===== config.mk =====
export PLATFORM = sky130hd
export DESIGN_NAME = board_error_regs
export DESIGN_NICKNAME = d
export VERILOG_FILES = /design/src/hdl/board_error_pkg.sv /design/src/hdl/board_error_regs.sv
export SDC_FILE = /design/constraint.sdc
export NUM_CORES = 1
export LEC_CHECK = 0
export BUFFER_PORTS_ARGS = -buffer_cell sky130_fd_sc_hd__buf_2
export CORE_ASPECT_RATIO = 0.6
export CORE_MARGIN = 2
export CORE_UTILIZATION = 33
export DETAILED_ROUTE_END_ITERATION = 8
export GPL_ROUTABILITY_DRIVEN = 0
export GPL_TIMING_DRIVEN = 0
export PLACE_DENSITY = 0.51
export SLEW_MARGIN = 20
export SYNTH_ARGS = -nofsm -noshare
export SYNTH_HDL_FRONTEND = slang
export SYNTH_SLANG_ARGS = --single-unit

===== constraint.sdc =====
create_clock -name clk_i -period 6.1 [get_ports clk_i]
set_input_delay 0.305 -clock clk_i [delete_from_list [all_inputs] [get_ports clk_i]]
set_output_delay 0.305 -clock clk_i [all_outputs]
set_load 0.02 [all_outputs]

===== src/hdl/board_error_pkg.sv =====
// Purpose: Constants for the board error information register bank
// Assumes: Wishbone classic slave, 32-bit data, byte addresses
// Notes: Status word is sticky; interrupt status clears by writing one
`default_nettype none

package board_error_pkg;

    localparam int ADDR_W = 4;
    localparam logic [ADDR_W-1:0] ERRINFO_OFS = 4'h0;
    localparam logic [ADDR_W-1:0] INT_STATUS_OFS = 4'h4;
    localparam logic [ADDR_W-1:0] INT_MASK_OFS = 4'h8;
    localparam logic [ADDR_W-1:0] CONTROL_OFS = 4'hC;

    localparam int BIT_WDT = 0;
    localparam int BIT_BUS = 1;
    localparam int BIT_CYC_PROC = 2;
    localparam int BIT_FLASH_DB = 3;
    localparam int BIT_INCOMPAT = 4;
    localparam int BIT_CYC_BOARD = 5;
    localparam int BIT_HIGH_LOAD = 8;
    localparam int BIT_OP_CYCLE = 9;
    localparam int WORD_W = 16;

    localparam logic [15:0] ERRINFO_RESET = 16'h0000;
    localparam logic [15:0] USED_BITS = 16'h033F;

    localparam int LOAD_LIMIT_PCT = 80;
    localparam int LOAD_RUN_LEN = 3;
    localparam int HOST_CYCLE_PCT = 20;

    localparam int CTL_DUPLEX = 0;
    localparam int CTL_PROC_VARIANT = 1;

endpackage : board_error_pkg

`default_nettype wire


===== src/hdl/board_error_regs.sv =====
// Purpose: Error information word of the loop controller board, on Wishbone
// Assumes: Single clock; event inputs are synchronous one-cycle or level inputs
// Notes: Flags hold until reset (board restart); word is read-only
//
// Implementation choices: the placing of the registers and register access over Wishbone.
`default_nettype none

// How it works
// [RULE_01] Watchdog failure input sets bit 00; reads zero otherwise.
// [RULE_02] Board bus error input sets bit 01.
// [RULE_03] Token not returned within monitor time sets bit 02 or 05 by variant.
// [RULE_04] Flash data check failure at cold start sets bit 03.
// [RULE_05] In duplex mode, all function block databases bad also sets bit 03.
// [RULE_06] Mounting in an unsupported host sets bit 04.
// [RULE_07] Load above 80 percent for three consecutive cycles sets bit 08.
// [RULE_08] Duplex host cycle above 20 percent of minimum operation cycle sets bit 09.
// [RULE_09] Bits 06 and 07 are never used and read zero.
// [RULE_10] Flags stay set until restart; the word ignores writes.
module board_error_regs
    import board_error_pkg::*;
#(
    parameter int CYCLE_W = 24,
    parameter int MON_W = 24
) (
    input wire logic clk_i,
    input wire logic rst_i,
    input wire logic cyc_i,
    input wire logic stb_i,
    input wire logic we_i,
    input wire logic [ADDR_W-1:0] adr_i,
    input wire logic [3:0] sel_i,
    input wire logic [31:0] dat_i,
    output logic [31:0] dat_o,
    output logic ack_o,
    output logic err_o,
    input wire logic wdt_fail_i,
    input wire logic bus_error_i,
    input wire logic token_taken_i,
    input wire logic token_returned_i,
    input wire logic [MON_W-1:0] monitor_time_i,
    input wire logic flash_check_done_i,
    input wire logic flash_check_bad_i,
    input wire logic all_fb_db_bad_i,
    input wire logic unsupported_host_i,
    input wire logic op_cycle_end_i,
    input wire logic [6:0] load_pct_i,
    input wire logic host_cycle_valid_i,
    input wire logic [CYCLE_W-1:0] host_cycle_i,
    input wire logic [CYCLE_W-1:0] min_op_cycle_i,
    output logic [WORD_W-1:0] board_error_information_o,
    output logic irq_o
);

    ////////////////////////////////////////////////////////////////////////
    logic [WORD_W-1:0] errinfo_ff;
    logic [WORD_W-1:0] nxt_errinfo;
    logic [WORD_W-1:0] int_status_ff;
    logic [WORD_W-1:0] int_mask_ff;
    logic [1:0] control_ff;
    logic [MON_W-1:0] mon_cnt_ff;
    logic token_out_ff;
    logic [1:0] load_run_ff;
    logic ack_ff;
    logic err_ff;
    logic [31:0] dat_ff;
    logic [WORD_W-1:0] set_vec;
    logic cyc_timeout;
    logic load_high;
    logic host_slow;
    logic req;
    logic duplex;

    assign duplex = control_ff[CTL_DUPLEX];
    assign req = cyc_i && stb_i && !ack_ff && !err_ff;

    function automatic logic byte_lanes_ok(input logic [3:0] sel);
        byte_lanes_ok = (sel[1:0] == 2'b11);
    endfunction : byte_lanes_ok

    ////////////////////////////////////////////////////////////////////////
    // Cyclic area token monitor
    always_ff @(posedge clk_i) begin
        if (rst_i) begin
            token_out_ff <= 1'b0;
            mon_cnt_ff <= '0;
        end else if (token_returned_i) begin
            token_out_ff <= 1'b0;
            mon_cnt_ff <= '0;
        end else if (token_taken_i) begin
            token_out_ff <= 1'b1;
            mon_cnt_ff <= '0;
        end else if (token_out_ff && !cyc_timeout) begin
            mon_cnt_ff <= mon_cnt_ff + 1'b1;
        end
    end

    assign cyc_timeout = token_out_ff && (mon_cnt_ff >= monitor_time_i); // [RULE_03]

    a_token_start: assert property (@(posedge clk_i) disable iff (rst_i) // [RULE_03]
        token_taken_i && !token_returned_i |=> token_out_ff && mon_cnt_ff == '0)
        else $error("token monitor did not start");
    a_token_stop: assert property (@(posedge clk_i) disable iff (rst_i) // [RULE_03]
        token_returned_i |=> !token_out_ff)
        else $error("token monitor did not stop");
    a_mon_counts: assert property (@(posedge clk_i) disable iff (rst_i) // [RULE_03]
        token_out_ff && !cyc_timeout && !token_taken_i && !token_returned_i
        |=> mon_cnt_ff == $past(mon_cnt_ff) + 1'b1)
        else $error("monitor count did not advance");
    a_mon_holds: assert property (@(posedge clk_i) disable iff (rst_i) // [RULE_03]
        cyc_timeout && !token_taken_i && !token_returned_i
        |=> cyc_timeout || $changed(monitor_time_i))
        else $error("overdue token timeout dropped");
    a_proc_variant: assert property (@(posedge clk_i) disable iff (rst_i) // [RULE_03]
        cyc_timeout && control_ff[CTL_PROC_VARIANT] |=> errinfo_ff[BIT_CYC_PROC])
        else $error("process variant monitor flag not set");
    a_variant_excl: assert property (@(posedge clk_i) disable iff (rst_i) // [RULE_03]
        cyc_timeout && control_ff[CTL_PROC_VARIANT] && !errinfo_ff[BIT_CYC_BOARD]
        |=> !errinfo_ff[BIT_CYC_BOARD])
        else $error("board monitor flag set on process variant");

    ////////////////////////////////////////////////////////////////////////
    // Load rate run counter
    assign load_high = (load_pct_i > 7'(LOAD_LIMIT_PCT));

    always_ff @(posedge clk_i) begin
        if (rst_i) begin
            load_run_ff <= 2'd0;
        end else if (op_cycle_end_i) begin
            if (!load_high) begin
                load_run_ff <= 2'd0;
            end else if (load_run_ff != 2'(LOAD_RUN_LEN)) begin
                load_run_ff <= load_run_ff + 2'd1; // [RULE_07]
            end
        end
    end

    a_load_clear: assert property (@(posedge clk_i) disable iff (rst_i) // [RULE_07]
        op_cycle_end_i && !load_high |=> load_run_ff == 2'd0)
        else $error("load run not cleared");
    a_load_step: assert property (@(posedge clk_i) disable iff (rst_i) // [RULE_07]
        op_cycle_end_i && load_high && load_run_ff != 2'(LOAD_RUN_LEN)
        |=> load_run_ff == $past(load_run_ff) + 2'd1)
        else $error("load run did not advance");
    a_load_hold: assert property (@(posedge clk_i) disable iff (rst_i) // [RULE_07]
        !op_cycle_end_i |=> $stable(load_run_ff))
        else $error("load run moved between cycles");
    a_load_sets: assert property (@(posedge clk_i) disable iff (rst_i) // [RULE_07]
        op_cycle_end_i && load_high && load_run_ff == 2'd2 |=> errinfo_ff[BIT_HIGH_LOAD])
        else $error("high load flag not set");
    a_load_low: assert property (@(posedge clk_i) disable iff (rst_i) // [RULE_07]
        op_cycle_end_i && !load_high && !errinfo_ff[BIT_HIGH_LOAD]
        |=> !errinfo_ff[BIT_HIGH_LOAD])
        else $error("high load flag set on low load");

    // host*100 > min*20, evaluated without division
    assign host_slow = host_cycle_valid_i && duplex
        && ((CYCLE_W + 7)'(host_cycle_i) * (CYCLE_W + 7)'(100)
            > (CYCLE_W + 7)'(min_op_cycle_i) * (CYCLE_W + 7)'(HOST_CYCLE_PCT)); // [RULE_08]

    a_op_simplex: assert property (@(posedge clk_i) disable iff (rst_i) // [RULE_08]
        !duplex && !errinfo_ff[BIT_OP_CYCLE] |=> !errinfo_ff[BIT_OP_CYCLE])
        else $error("operation cycle flag set in simplex");
    a_op_within: assert property (@(posedge clk_i) disable iff (rst_i) // [RULE_08]
        duplex && host_cycle_valid_i && !errinfo_ff[BIT_OP_CYCLE]
        && {3'b000, host_cycle_i} * 3'd5 <= {3'b000, min_op_cycle_i}
        |=> !errinfo_ff[BIT_OP_CYCLE])
        else $error("operation cycle flag set within limit");
    a_op_exceeds: assert property (@(posedge clk_i) disable iff (rst_i) // [RULE_08]
        duplex && host_cycle_valid_i
        && {3'b000, host_cycle_i} * 3'd5 > {3'b000, min_op_cycle_i}
        |=> errinfo_ff[BIT_OP_CYCLE])
        else $error("operation cycle flag not set");

    ////////////////////////////////////////////////////////////////////////
    // Flag set terms
    always_comb begin
        set_vec = '0;
        set_vec[BIT_WDT] = wdt_fail_i; // [RULE_01]
        set_vec[BIT_BUS] = bus_error_i; // [RULE_02]
        set_vec[BIT_CYC_PROC] = cyc_timeout && control_ff[CTL_PROC_VARIANT]; // [RULE_03]
        set_vec[BIT_CYC_BOARD] = cyc_timeout && !control_ff[CTL_PROC_VARIANT]; // [RULE_03]
        set_vec[BIT_FLASH_DB] = (flash_check_done_i && flash_check_bad_i) // [RULE_04]
            || (duplex && all_fb_db_bad_i); // [RULE_05]
        set_vec[BIT_INCOMPAT] = unsupported_host_i; // [RULE_06]
        set_vec[BIT_HIGH_LOAD] = op_cycle_end_i && load_high
            && (load_run_ff == 2'(LOAD_RUN_LEN - 1)); // [RULE_07]
        set_vec[BIT_OP_CYCLE] = host_slow; // [RULE_08]
        set_vec = set_vec & USED_BITS; // [RULE_09]
    end

    assign nxt_errinfo = errinfo_ff | set_vec;

    always_ff @(posedge clk_i) begin
        if (rst_i) begin
            errinfo_ff <= ERRINFO_RESET;
        end else begin
            errinfo_ff <= nxt_errinfo; // [RULE_10]
        end
    end

    assign board_error_information_o = errinfo_ff;

    a_set_lands: assert property (@(posedge clk_i) disable iff (rst_i) // [RULE_10]
        set_vec != '0 |=> (errinfo_ff & $past(set_vec)) == $past(set_vec))
        else $error("raised flag did not land");
    a_reset_clear: assert property (@(posedge clk_i) disable iff (rst_i) // [RULE_10]
        $past(rst_i) |-> errinfo_ff == ERRINFO_RESET)
        else $error("error word not cleared by restart");
    a_wdt_quiet: assert property (@(posedge clk_i) disable iff (rst_i) // [RULE_01]
        !errinfo_ff[BIT_WDT] && !wdt_fail_i |=> !errinfo_ff[BIT_WDT])
        else $error("watchdog flag set without failure");
    a_bus_quiet: assert property (@(posedge clk_i) disable iff (rst_i) // [RULE_02]
        !errinfo_ff[BIT_BUS] && !bus_error_i |=> !errinfo_ff[BIT_BUS])
        else $error("bus error flag set without error");
    a_incompat_quiet: assert property (@(posedge clk_i) disable iff (rst_i) // [RULE_06]
        !errinfo_ff[BIT_INCOMPAT] && !unsupported_host_i |=> !errinfo_ff[BIT_INCOMPAT])
        else $error("incompatible host flag set without cause");
    a_flash_quiet: assert property (@(posedge clk_i) disable iff (rst_i) // [RULE_04]
        !flash_check_done_i && !(duplex && all_fb_db_bad_i) && !errinfo_ff[BIT_FLASH_DB]
        |=> !errinfo_ff[BIT_FLASH_DB])
        else $error("flash flag set without check");
    a_duplex_sets: assert property (@(posedge clk_i) disable iff (rst_i) // [RULE_05]
        duplex && all_fb_db_bad_i |=> errinfo_ff[BIT_FLASH_DB])
        else $error("database flag not set in duplex");
    a_upper_clear: assert property (@(posedge clk_i) disable iff (rst_i)
        errinfo_ff[WORD_W-1:10] == '0)
        else $error("upper error bits set");

    ////////////////////////////////////////////////////////////////////////
    // Interrupt status, newly raised flags; set wins over clear
    always_ff @(posedge clk_i) begin
        if (rst_i) begin
            int_status_ff <= '0;
        end else if (req && we_i && adr_i == INT_STATUS_OFS && byte_lanes_ok(sel_i)) begin
            int_status_ff <= (int_status_ff & ~dat_i[WORD_W-1:0]) | (set_vec & ~errinfo_ff);
        end else begin
            int_status_ff <= int_status_ff | (set_vec & ~errinfo_ff);
        end
    end

    always_ff @(posedge clk_i) begin
        if (rst_i) begin
            int_mask_ff <= '0;
            control_ff <= 2'b00;
        end else if (req && we_i && byte_lanes_ok(sel_i)) begin
            if (adr_i == INT_MASK_OFS) begin
                int_mask_ff <= dat_i[WORD_W-1:0] & USED_BITS;
            end else if (adr_i == CONTROL_OFS) begin
                control_ff <= dat_i[1:0];
            end
        end
    end

    assign irq_o = |(int_status_ff & int_mask_ff);

    a_status_rise: assert property (@(posedge clk_i) disable iff (rst_i)
        (set_vec & ~errinfo_ff) != '0
        |=> (int_status_ff & $past(set_vec & ~errinfo_ff)) == $past(set_vec & ~errinfo_ff))
        else $error("status bit not set on new flag");
    a_status_w1c: assert property (@(posedge clk_i) disable iff (rst_i)
        req && we_i && adr_i == INT_STATUS_OFS && byte_lanes_ok(sel_i)
        && (set_vec & ~errinfo_ff) == '0 |=> (int_status_ff & $past(dat_i[WORD_W-1:0])) == '0)
        else $error("status bit not cleared by write");
    a_status_hold: assert property (@(posedge clk_i) disable iff (rst_i)
        !req && (set_vec & ~errinfo_ff) == '0 |=> int_status_ff == $past(int_status_ff))
        else $error("status changed without cause");
    a_mask_write: assert property (@(posedge clk_i) disable iff (rst_i)
        req && we_i && adr_i == INT_MASK_OFS && byte_lanes_ok(sel_i)
        |=> int_mask_ff == ($past(dat_i[WORD_W-1:0]) & USED_BITS))
        else $error("mask write lost");
    a_ctrl_write: assert property (@(posedge clk_i) disable iff (rst_i)
        req && we_i && adr_i == CONTROL_OFS && byte_lanes_ok(sel_i)
        |=> control_ff == $past(dat_i[1:0]))
        else $error("control write lost");

    ////////////////////////////////////////////////////////////////////////
    // Wishbone slave: ack one cycle after request, err on unmapped address
    always_ff @(posedge clk_i) begin
        if (rst_i) begin
            ack_ff <= 1'b0;
            err_ff <= 1'b0;
            dat_ff <= '0;
        end else begin
            ack_ff <= 1'b0;
            err_ff <= 1'b0;
            if (req) begin
                if (adr_i == ERRINFO_OFS) begin
                    ack_ff <= 1'b1;
                    dat_ff <= {16'h0000, errinfo_ff}; // [RULE_10]
                end else if (adr_i == INT_STATUS_OFS) begin
                    ack_ff <= 1'b1;
                    dat_ff <= {16'h0000, int_status_ff};
                end else if (adr_i == INT_MASK_OFS) begin
                    ack_ff <= 1'b1;
                    dat_ff <= {16'h0000, int_mask_ff};
                end else if (adr_i == CONTROL_OFS) begin
                    ack_ff <= 1'b1;
                    dat_ff <= {30'h0000_0000, control_ff};
                end else begin
                    err_ff <= 1'b1;
                    dat_ff <= '0;
                end
            end
        end
    end

    assign ack_o = ack_ff;
    assign err_o = err_ff;
    assign dat_o = dat_ff;

    a_ack_pulse: assert property (@(posedge clk_i) disable iff (rst_i)
        ack_o |=> !ack_o)
        else $error("ack longer than one cycle");
    a_err_pulse: assert property (@(posedge clk_i) disable iff (rst_i)
        err_o |=> !err_o)
        else $error("err longer than one cycle");
    a_answer_once: assert property (@(posedge clk_i) disable iff (rst_i)
        ack_o |-> !err_o)
        else $error("ack and err together");
    a_req_answered: assert property (@(posedge clk_i) disable iff (rst_i)
        req |=> ack_o || err_o)
        else $error("request not answered");
    a_answer_cause: assert property (@(posedge clk_i) disable iff (rst_i)
        ack_o || err_o |-> $past(req))
        else $error("answer without request");
    a_read_word: assert property (@(posedge clk_i) disable iff (rst_i) // [RULE_10]
        req && !we_i && adr_i == ERRINFO_OFS |=> dat_o == {16'h0000, $past(errinfo_ff)})
        else $error("error word read wrong");
    a_unmapped_err: assert property (@(posedge clk_i) disable iff (rst_i)
        req && adr_i != ERRINFO_OFS && adr_i != INT_STATUS_OFS
        && adr_i != INT_MASK_OFS && adr_i != CONTROL_OFS |=> err_o && !ack_o)
        else $error("unmapped address not refused");
    a_upper_data: assert property (@(posedge clk_i) disable iff (rst_i)
        dat_o[31:WORD_W] == '0)
        else $error("upper read data not zero");

    ////////////////////////////////////////////////////////////////////////
    // Checks
    a_flags_sticky: assert property (@(posedge clk_i) disable iff (rst_i) // [RULE_10]
        &($past(errinfo_ff) & ~($past(errinfo_ff) & ~errinfo_ff)) || $past(errinfo_ff) == '0
        || ((errinfo_ff & $past(errinfo_ff)) == $past(errinfo_ff)))
        else $error("error flag cleared without reset");
    a_wdt_sets: assert property (@(posedge clk_i) disable iff (rst_i) // [RULE_01]
        wdt_fail_i |=> errinfo_ff[BIT_WDT])
        else $error("watchdog flag not set");
    a_bus_sets: assert property (@(posedge clk_i) disable iff (rst_i) // [RULE_02]
        bus_error_i |=> errinfo_ff[BIT_BUS])
        else $error("bus error flag not set");
    a_unused_zero: assert property (@(posedge clk_i) disable iff (rst_i) // [RULE_09]
        errinfo_ff[7:6] == 2'b00)
        else $error("unused bits set");
    a_flash_sets: assert property (@(posedge clk_i) disable iff (rst_i) // [RULE_04]
        flash_check_done_i && flash_check_bad_i |=> errinfo_ff[BIT_FLASH_DB])
        else $error("flash flag not set");
    a_duplex_db: assert property (@(posedge clk_i) disable iff (rst_i) // [RULE_05]
        !duplex && !flash_check_done_i && !errinfo_ff[BIT_FLASH_DB] && all_fb_db_bad_i
        |=> !errinfo_ff[BIT_FLASH_DB])
        else $error("database flag set outside duplex");
    a_incompat_sets: assert property (@(posedge clk_i) disable iff (rst_i) // [RULE_06]
        unsupported_host_i |=> errinfo_ff[BIT_INCOMPAT])
        else $error("incompatible host flag not set");
    a_load_three: assert property (@(posedge clk_i) disable iff (rst_i) // [RULE_07]
        $rose(errinfo_ff[BIT_HIGH_LOAD]) |-> $past(load_run_ff) == 2'd2 && $past(load_high))
        else $error("high load flag set too early");
    a_monitor_variant: assert property (@(posedge clk_i) disable iff (rst_i) // [RULE_03]
        cyc_timeout && !control_ff[CTL_PROC_VARIANT] |=> errinfo_ff[BIT_CYC_BOARD])
        else $error("cyclic monitor flag not set");
    a_host_cycle: assert property (@(posedge clk_i) disable iff (rst_i) // [RULE_08]
        $rose(errinfo_ff[BIT_OP_CYCLE]) |-> $past(duplex) && $past(host_cycle_valid_i))
        else $error("operation cycle flag without cause");

endmodule : board_error_regs

`default_nettype wire


**Yosys cells after proc, flatten, opt, wreduce, memory -nomap -nowiden**

Index checks and enable logic that the tools add are counted.

- Register bits: 103
- Output and inout bits: 51
- Word-level logic and storage cells: 77

- Add/sub/neg operators: 2
- Multiply operators: 2
- Order comparisons: 3
- Equal/unequal tests: 7
- Muxes and demuxes: 12
- Bitwise gates (word level): 10
- Reductions and logical operators: 31

Operators by type and width:

| operator | number |
|---|---|
| $mux 16 | 3 |
| $not 16->16 | 2 |
| $or 16x16->16 | 2 |
| $gt 31x29->1 | 1 |
| $mul 24x5->29 const B | 1 |
| $mul 24x3->27 const B | 1 |
| $add 24x1->24 const B | 1 |
| $ge 24x24->1 | 1 |
| $logic_and 1x1->1 | 17 |
| $and 10x16->16 | 1 |
| $and 16x10->16 | 1 |
| $and 16x16->16 | 1 |
| $or 16x10->16 | 1 |
| $reduce_or 16->1 | 1 |
| $mux 10 | 1 |
| $eq 4x4->1 const B | 2 |
| $gt 7x7->1 const B | 1 |
| $mux 2 | 3 |
| $mux 1 | 5 |
| $reduce_or 5->1 | 1 |
| $eq 2x2->1 const B | 2 |
| $eq 4x3->1 const B | 1 |
| $logic_not 1->1 | 4 |
| $logic_not 4->1 | 1 |
| 9 further kinds | 12 |

**Depth between registers and ports, before layout**

- Word-level depth: 7
- Mapped depth: 23

**Least setup slack after synthesis**

Ideal clock, no wire load.

- Path kind: input -> register
- From: input host_cycle_i[2]
- To: register int_status_ff[9]
- Arrival: 5.107 ns
- Slack: 0.876 ns
- Cell stages on the path: 20
- Buffers on the path: 0
- Path through: ha_1 -> ha_1 -> fa_1 -> ha_1 -> a211o_2 -> a2111oi_4 -> o41ai_2 -> a221oi_2 -> o21ai_1 -> a21o_1 -> a21oi_1 -> xnor2_1 -> ha_1 -> a211o_1 -> a221o_1 -> a31oi_1 -> o211ai_1 -> o21a_1 -> a221o_1 -> a32o_1

- Cells in the longest elaborated chain, start to end: 6
- Elaborated cells on any way between the ends: 7

Ends and longest elaborated chain:

| item | line | source |
|---|---|---|
| from (decl) | board_error_regs.sv:48 | `input wire logic [CYCLE_W-1:0] host_cycle_i,` |
| $mul 24x5->29 (*) | board_error_regs.sv:157 | `&& ((CYCLE_W + 7)'(host_cycle_i) * (CYCLE_W + 7)'(100)` |
| $gt 31x29->1 (*) | board_error_regs.sv:158 | `> (CYCLE_W + 7)'(min_op_cycle_i) * (CYCLE_W + 7)'(HOST_CYCLE_PCT));` |
| $logic_and 1x1->1 (*) | board_error_regs.sv:157 |  |
| $and 10x16->16 (*) | board_error_regs.sv:235, board_error_regs.sv:237 |  |
| $or 16x16->16, on equally long branches | board_error_regs.sv:237, board_error_regs.sv:235 |  |
| $mux 16 (*) | board_error_regs.sv:234 | `end else if (req && we_i && adr_i == INT_STATUS_OFS && byte_lanes_ok(sel_i)) begin` |
| to (signal assigned) | board_error_regs.sv:235 | `int_status_ff <= (int_status_ff & ~dat_i[WORD_W-1:0]) \| (set_vec & ~errinfo_ff);` |
| to (signal assigned) | board_error_regs.sv:237 | `int_status_ff <= int_status_ff \| (set_vec & ~errinfo_ff);` |
| to (decl) | board_error_regs.sv:57 | `logic [WORD_W-1:0] int_status_ff;` |

Every way passes the cells marked *; elsewhere a longest branch is shown, timed or not.
A chain may end at the register's enable or synchronous reset.

**Final worst setup path**

Ends and elaborated chain as after synthesis.

==> results.rst <==
.. list-table::
   :header-rows: 1

   * - Metric
     - Value
   * - Status
     - finished, final reports clean
   * - Fin crit share
     - 92.03%
   * - Number of pins with negative max-slew slack in the final report
     - 0
   * - Wire length of the first global-routing pass
     - 37810 um
   * - Overall power consumption
     - 0.002294 W
   * - Reg-to-Reg Start
     - mon_cnt_ff[0]$_SDFFE_PP0P_
   * - Number of global-route vias before repair
     - 6995
   * - Count of unique library cells instantiated by Yosys
     - 64
   * - Routed vias/inst
     - 4.838
   * - Launch instance of the worst min-delay path
     - dat_i[12]
   * - Maximum net fanout on the critical path
     - 5
   * - Total number of placement rows
     - 45
   * - Critical-path cell with the highest stage delay
     - fa_1
   * - Crit path max-delay family
     - compound AO/OA/AOI/OAI gates
   * - Most instantiated cells after synthesis
     - ha_1, inv_1, nand2_1
   * - Die extent in y
     - 129.7 um
   * - Antenna violations before repair
     - 3
   * - Largest clock skew in the final design
     - 0.006267 ns
   * - Final Hold Fails
     - 0
   * - Number of flops mapped to enable cells by yosys
     - 0
   * - Number of sinks driven by the clock tree
     - 79
   * - Most area-consuming cells after synthesis
     - ha_1, dfxtp_1, inv_1, mux2i_1, fa_1
   * - DRC violation count after routing
     - 0
   * - Mean instance size in the synthesized netlist
     - 8.119 um2
   * - HPWL reported at the end of detailed placement
     - 20640 um
   * - Tot GR Track Use
     - 17.42%
   * - Cell type with the largest total area after synthesis
     - ha_1
   * - Layout-stage area growth over the synthesis result
     - 18.01%
   * - RSZ-0062 raised after global routing
     - false
   * - Number of placed I/O pins
     - 185
   * - Number of endpoints failing setup at the final stage
     - 0
   * - Maximum resistive drop on vdd
     - 0.1327 mV
   * - Remaining antenna violation count after routing
     - 0
   * - Share of synthesized registers carrying an async set or reset
     - 0%
   * - Count of placed standard cells including taps
     - 1587
   * - Cell with the most instances after synthesis
     - ha_1
   * - Detail-routed net length per standard cell
     - 15.08 um
   * - Critical path's largest stage delay
     - 0.47 ns
   * - Worst hold-check path type
     - input port to register
   * - Highest metal used
     - met5
   * - Share of the synthesized area in the top cell type
     - 25.04%
   * - CTS tree
     - yes
   * - First-pass iteration count of the detailed router
     - 8
   * - Worst setup slack for register-to-register paths
     - 2.97 ns
   * - Main synth FF type
     - dfxtp_1
   * - Final Non-Filler Cells
     - 1605
   * - Clock latency at the later pin of the worst-skew pair
     - 0.34 ns
   * - Startpoint kind of the worst setup timing path
     - input port
   * - Remaining max-slew budget at the tightest pin
     - 27.11%
   * - Crit path buf inv count
     - 1
   * - Post-Synthesis Cell Area
     - 8696 um2
   * - Critical Path RT
     - 6.33 ns
   * - Final-layout setup total negative slack
     - 0 ns
   * - Count of input and output buffers
     - 141
   * - Flops & latches, synth
     - 79
   * - Reg2reg end
     - mon_cnt_ff[17]$_SDFFE_PP0P_
   * - Initial core utilization
     - 34.02%
   * - Grt total ovfl
     - 0
   * - Ys Warns
     - 0
   * - Post-route minimum period
     - 5.614 ns
   * - Sum of met3 wire segment lengths after detailed routing
     - 1302 um
   * - Actual slew at the worst max-slew pin
     - 1.085 ns
   * - Met2 WL
     - 8294 um
   * - Reg2Reg Depth
     - 11
   * - CTS H-tree lvls
     - 3
   * - CTS root buffer
     - clkbuf_16
   * - Share of the yosys chip area belonging to registers
     - 18.19%
   * - Hold Path Cell Cnt
     - 2
   * - Hold-fix buffer count after cts
     - 0
   * - # Post-CTS Setup Buffers
     - 0
   * - Achievable Freq
     - 178.1 MHz
   * - Arr. time, crit path
     - 5.84 ns
   * - Cells after Synth
     - 1071
   * - Leak pwr
     - 5.136 nW
   * - CTS-repair resized insts
     - 0
   * - Clock-pin slew on the worst setup and hold paths
     - 0.06 ns
   * - Die area
     - 27710 um2
   * - Total Nets Final
     - 1574
   * - Met1 Routed Length
     - 14410 um
   * - End point of the worst hold path
     - int_status_ff[12]$_SDFFE_PP0P_
   * - Die Wd
     - 213.6 um
   * - Kind of end point of the critical path
     - register
   * - Clock Path Buffers
     - 2
   * - Max-cap violations
     - 0
   * - Area inside the core boundary
     - 25560 um2
   * - PD cells
     - 223.6 nW/um2
   * - Drt initial violations
     - 541
   * - Maximum number of pins on one net before global-route repair
     - 15
   * - Critical-path cell list
     - buf_2 > ha_1 > ha_1 > fa_1 > ha_1 > a211o_2 > a2111oi_4 > o41ai_2 > a221oi_2 > o21ai_1 > a21o_1 > a21oi_1 > xnor2_1 > ha_1 > a211o_1 > a221o_1 > a31oi_1 > o211ai_1 > o21a_1 > a221o_1 > a32o_1
   * - Core occupancy in the finished layout
     - 40.15%
   * - Drt total wl
     - 24200 um
   * - Share of cells above drive strength 1
     - 15.35%
   * - Num CTS Buffers
     - 9
   * - Count of vias placed by the detailed router
     - 7765
   * - Cell type with the highest occurrence count on the critical path
     - ha_1
   * - Worst Setup Path Type
     - input port to register
[where the power goes]
group	switching (W)	internal [W]
Sequential	0.00000509	0.000521
Clock	0.000228	0.000372
Combinational	0.000676	0.000492
[registers in the layout (all words and copies together) (netlist names), 2 cells and up]
signal,flops
mon_cnt_ff,24
int_status_ff,16
board_error_information_o,8
load_run_ff,2
int_mask_ff,8
control_ff,2
dat_o,16
[layout by cell type, fill, tap and decap left out, types with 4 or more instances in the layout]
cell type  netlist  routed
nor2_1          75      75
a21o_1          32      32
buf_4           24      24
conb_1           1      24
a211oi_1        14      14
buf_1            4       4
mux2i_1         42      42
a31oi_1          5       5
or2_2            4       4
nor2b_1          9       9
o21a_1          12      12
a22oi_1         23      23
buf_2            0     141
o211ai_1         4       4
and4_1           5       5
o21bai_1         4       4
nor3_1          18      18
a21oi_1         76      76
xnor2_1         18      18
clkbuf_1        23      23
dfxtp_1         79      79
nand4_1         23      23
nand3_1         17      17
and3_1           8       8
nand2_1         84      84
fa_1            20      20
ha_1           174     174
xor2_1          19      19
inv_1          146     146
nand2b_1        27      27
clkbuf_16        0       9
o21ai_0         29      29
[per-stage QoR]
step,worst slack [ns],hold slack (ns),area [um2]
CTS,0.5174,0.1135,10260
finish,0.4859,0.1245,10260
global route,0.1505,0.1163,10260
floorplan,0.8757,0.3818,8782
global placement,0.1389,0.4214,9928
detailed placement,0.1902,0.4213,9928
[metal layers]
metal / vias to the layer above / track usage [%]
met2: 190 / 20.57
met3: 16 / 3.538
met5: - / 0
met4: 2 / 2.247
met1: 3497 / 30.45
li1: 4060 / -
[logic make-up after synthesis]
group,Yosys count,synth area share [%]
compound gates,242,18.83
xor+xnor,37,3.727
flops,79,18.19
mux,42,4.834
fa+ha+maj,194,29.64
simple gates,279,15.19
other cells,1,0.04312
buf+inv,197,9.540
[final cells by class]
cell class / count / area [um2]
Inverter: 146 / 548.0
Tap cell: 352 / 440.4
Clock buffer: 10 / 239.0
Multi-Input combinational cell: 818 / 6371
Antenna cell: 2 / 5.005
Timing Repair Buffer: 141 / 705.7
Fill cell: 2753 / 15300
Clock inverter: 6 / 90.09
Buffer: 51 / 281.5
Sequential cell: 79 / 1582
[worst register-to-register path, stage by stage, from the launching register on]
cell and delay [ns]:
dfxtp_1 0.37, inv_1 0.09, ha_1 0.26, nand2b_1 0.13, a21o_1 0.17, a21oi_1 0.13, o21ai_0 0.09, a2111oi_0 0.46
o2111ai_1 0.40, clkbuf_1 0.36, a211oi_1 0.37, mux2i_1 0.22
[worst max-delay path by stage]
stage | slack, ns | endpoint | startpoint | cells past startpoint
after global routing | 0.15 | int_status_ff[9]$_SDFF_PP0_ | host_cycle_i[2] | 21
final | 0.49 | int_status_ff[9]$_SDFF_PP0_ | host_cycle_i[2] | 21
after CTS | 0.52 | int_status_ff[9]$_SDFF_PP0_ | host_cycle_i[2] | 22
after global placement | 0.14 | int_status_ff[9]$_SDFF_PP0_ | host_cycle_i[2] | 21
after detailed placement | 0.19 | int_status_ff[9]$_SDFF_PP0_ | host_cycle_i[2] | 22
after floorplan | 0.88 | int_status_ff[9]$_SDFF_PP0_ | host_cycle_i[2] | 20
Power figures use the tool's default switching activity.
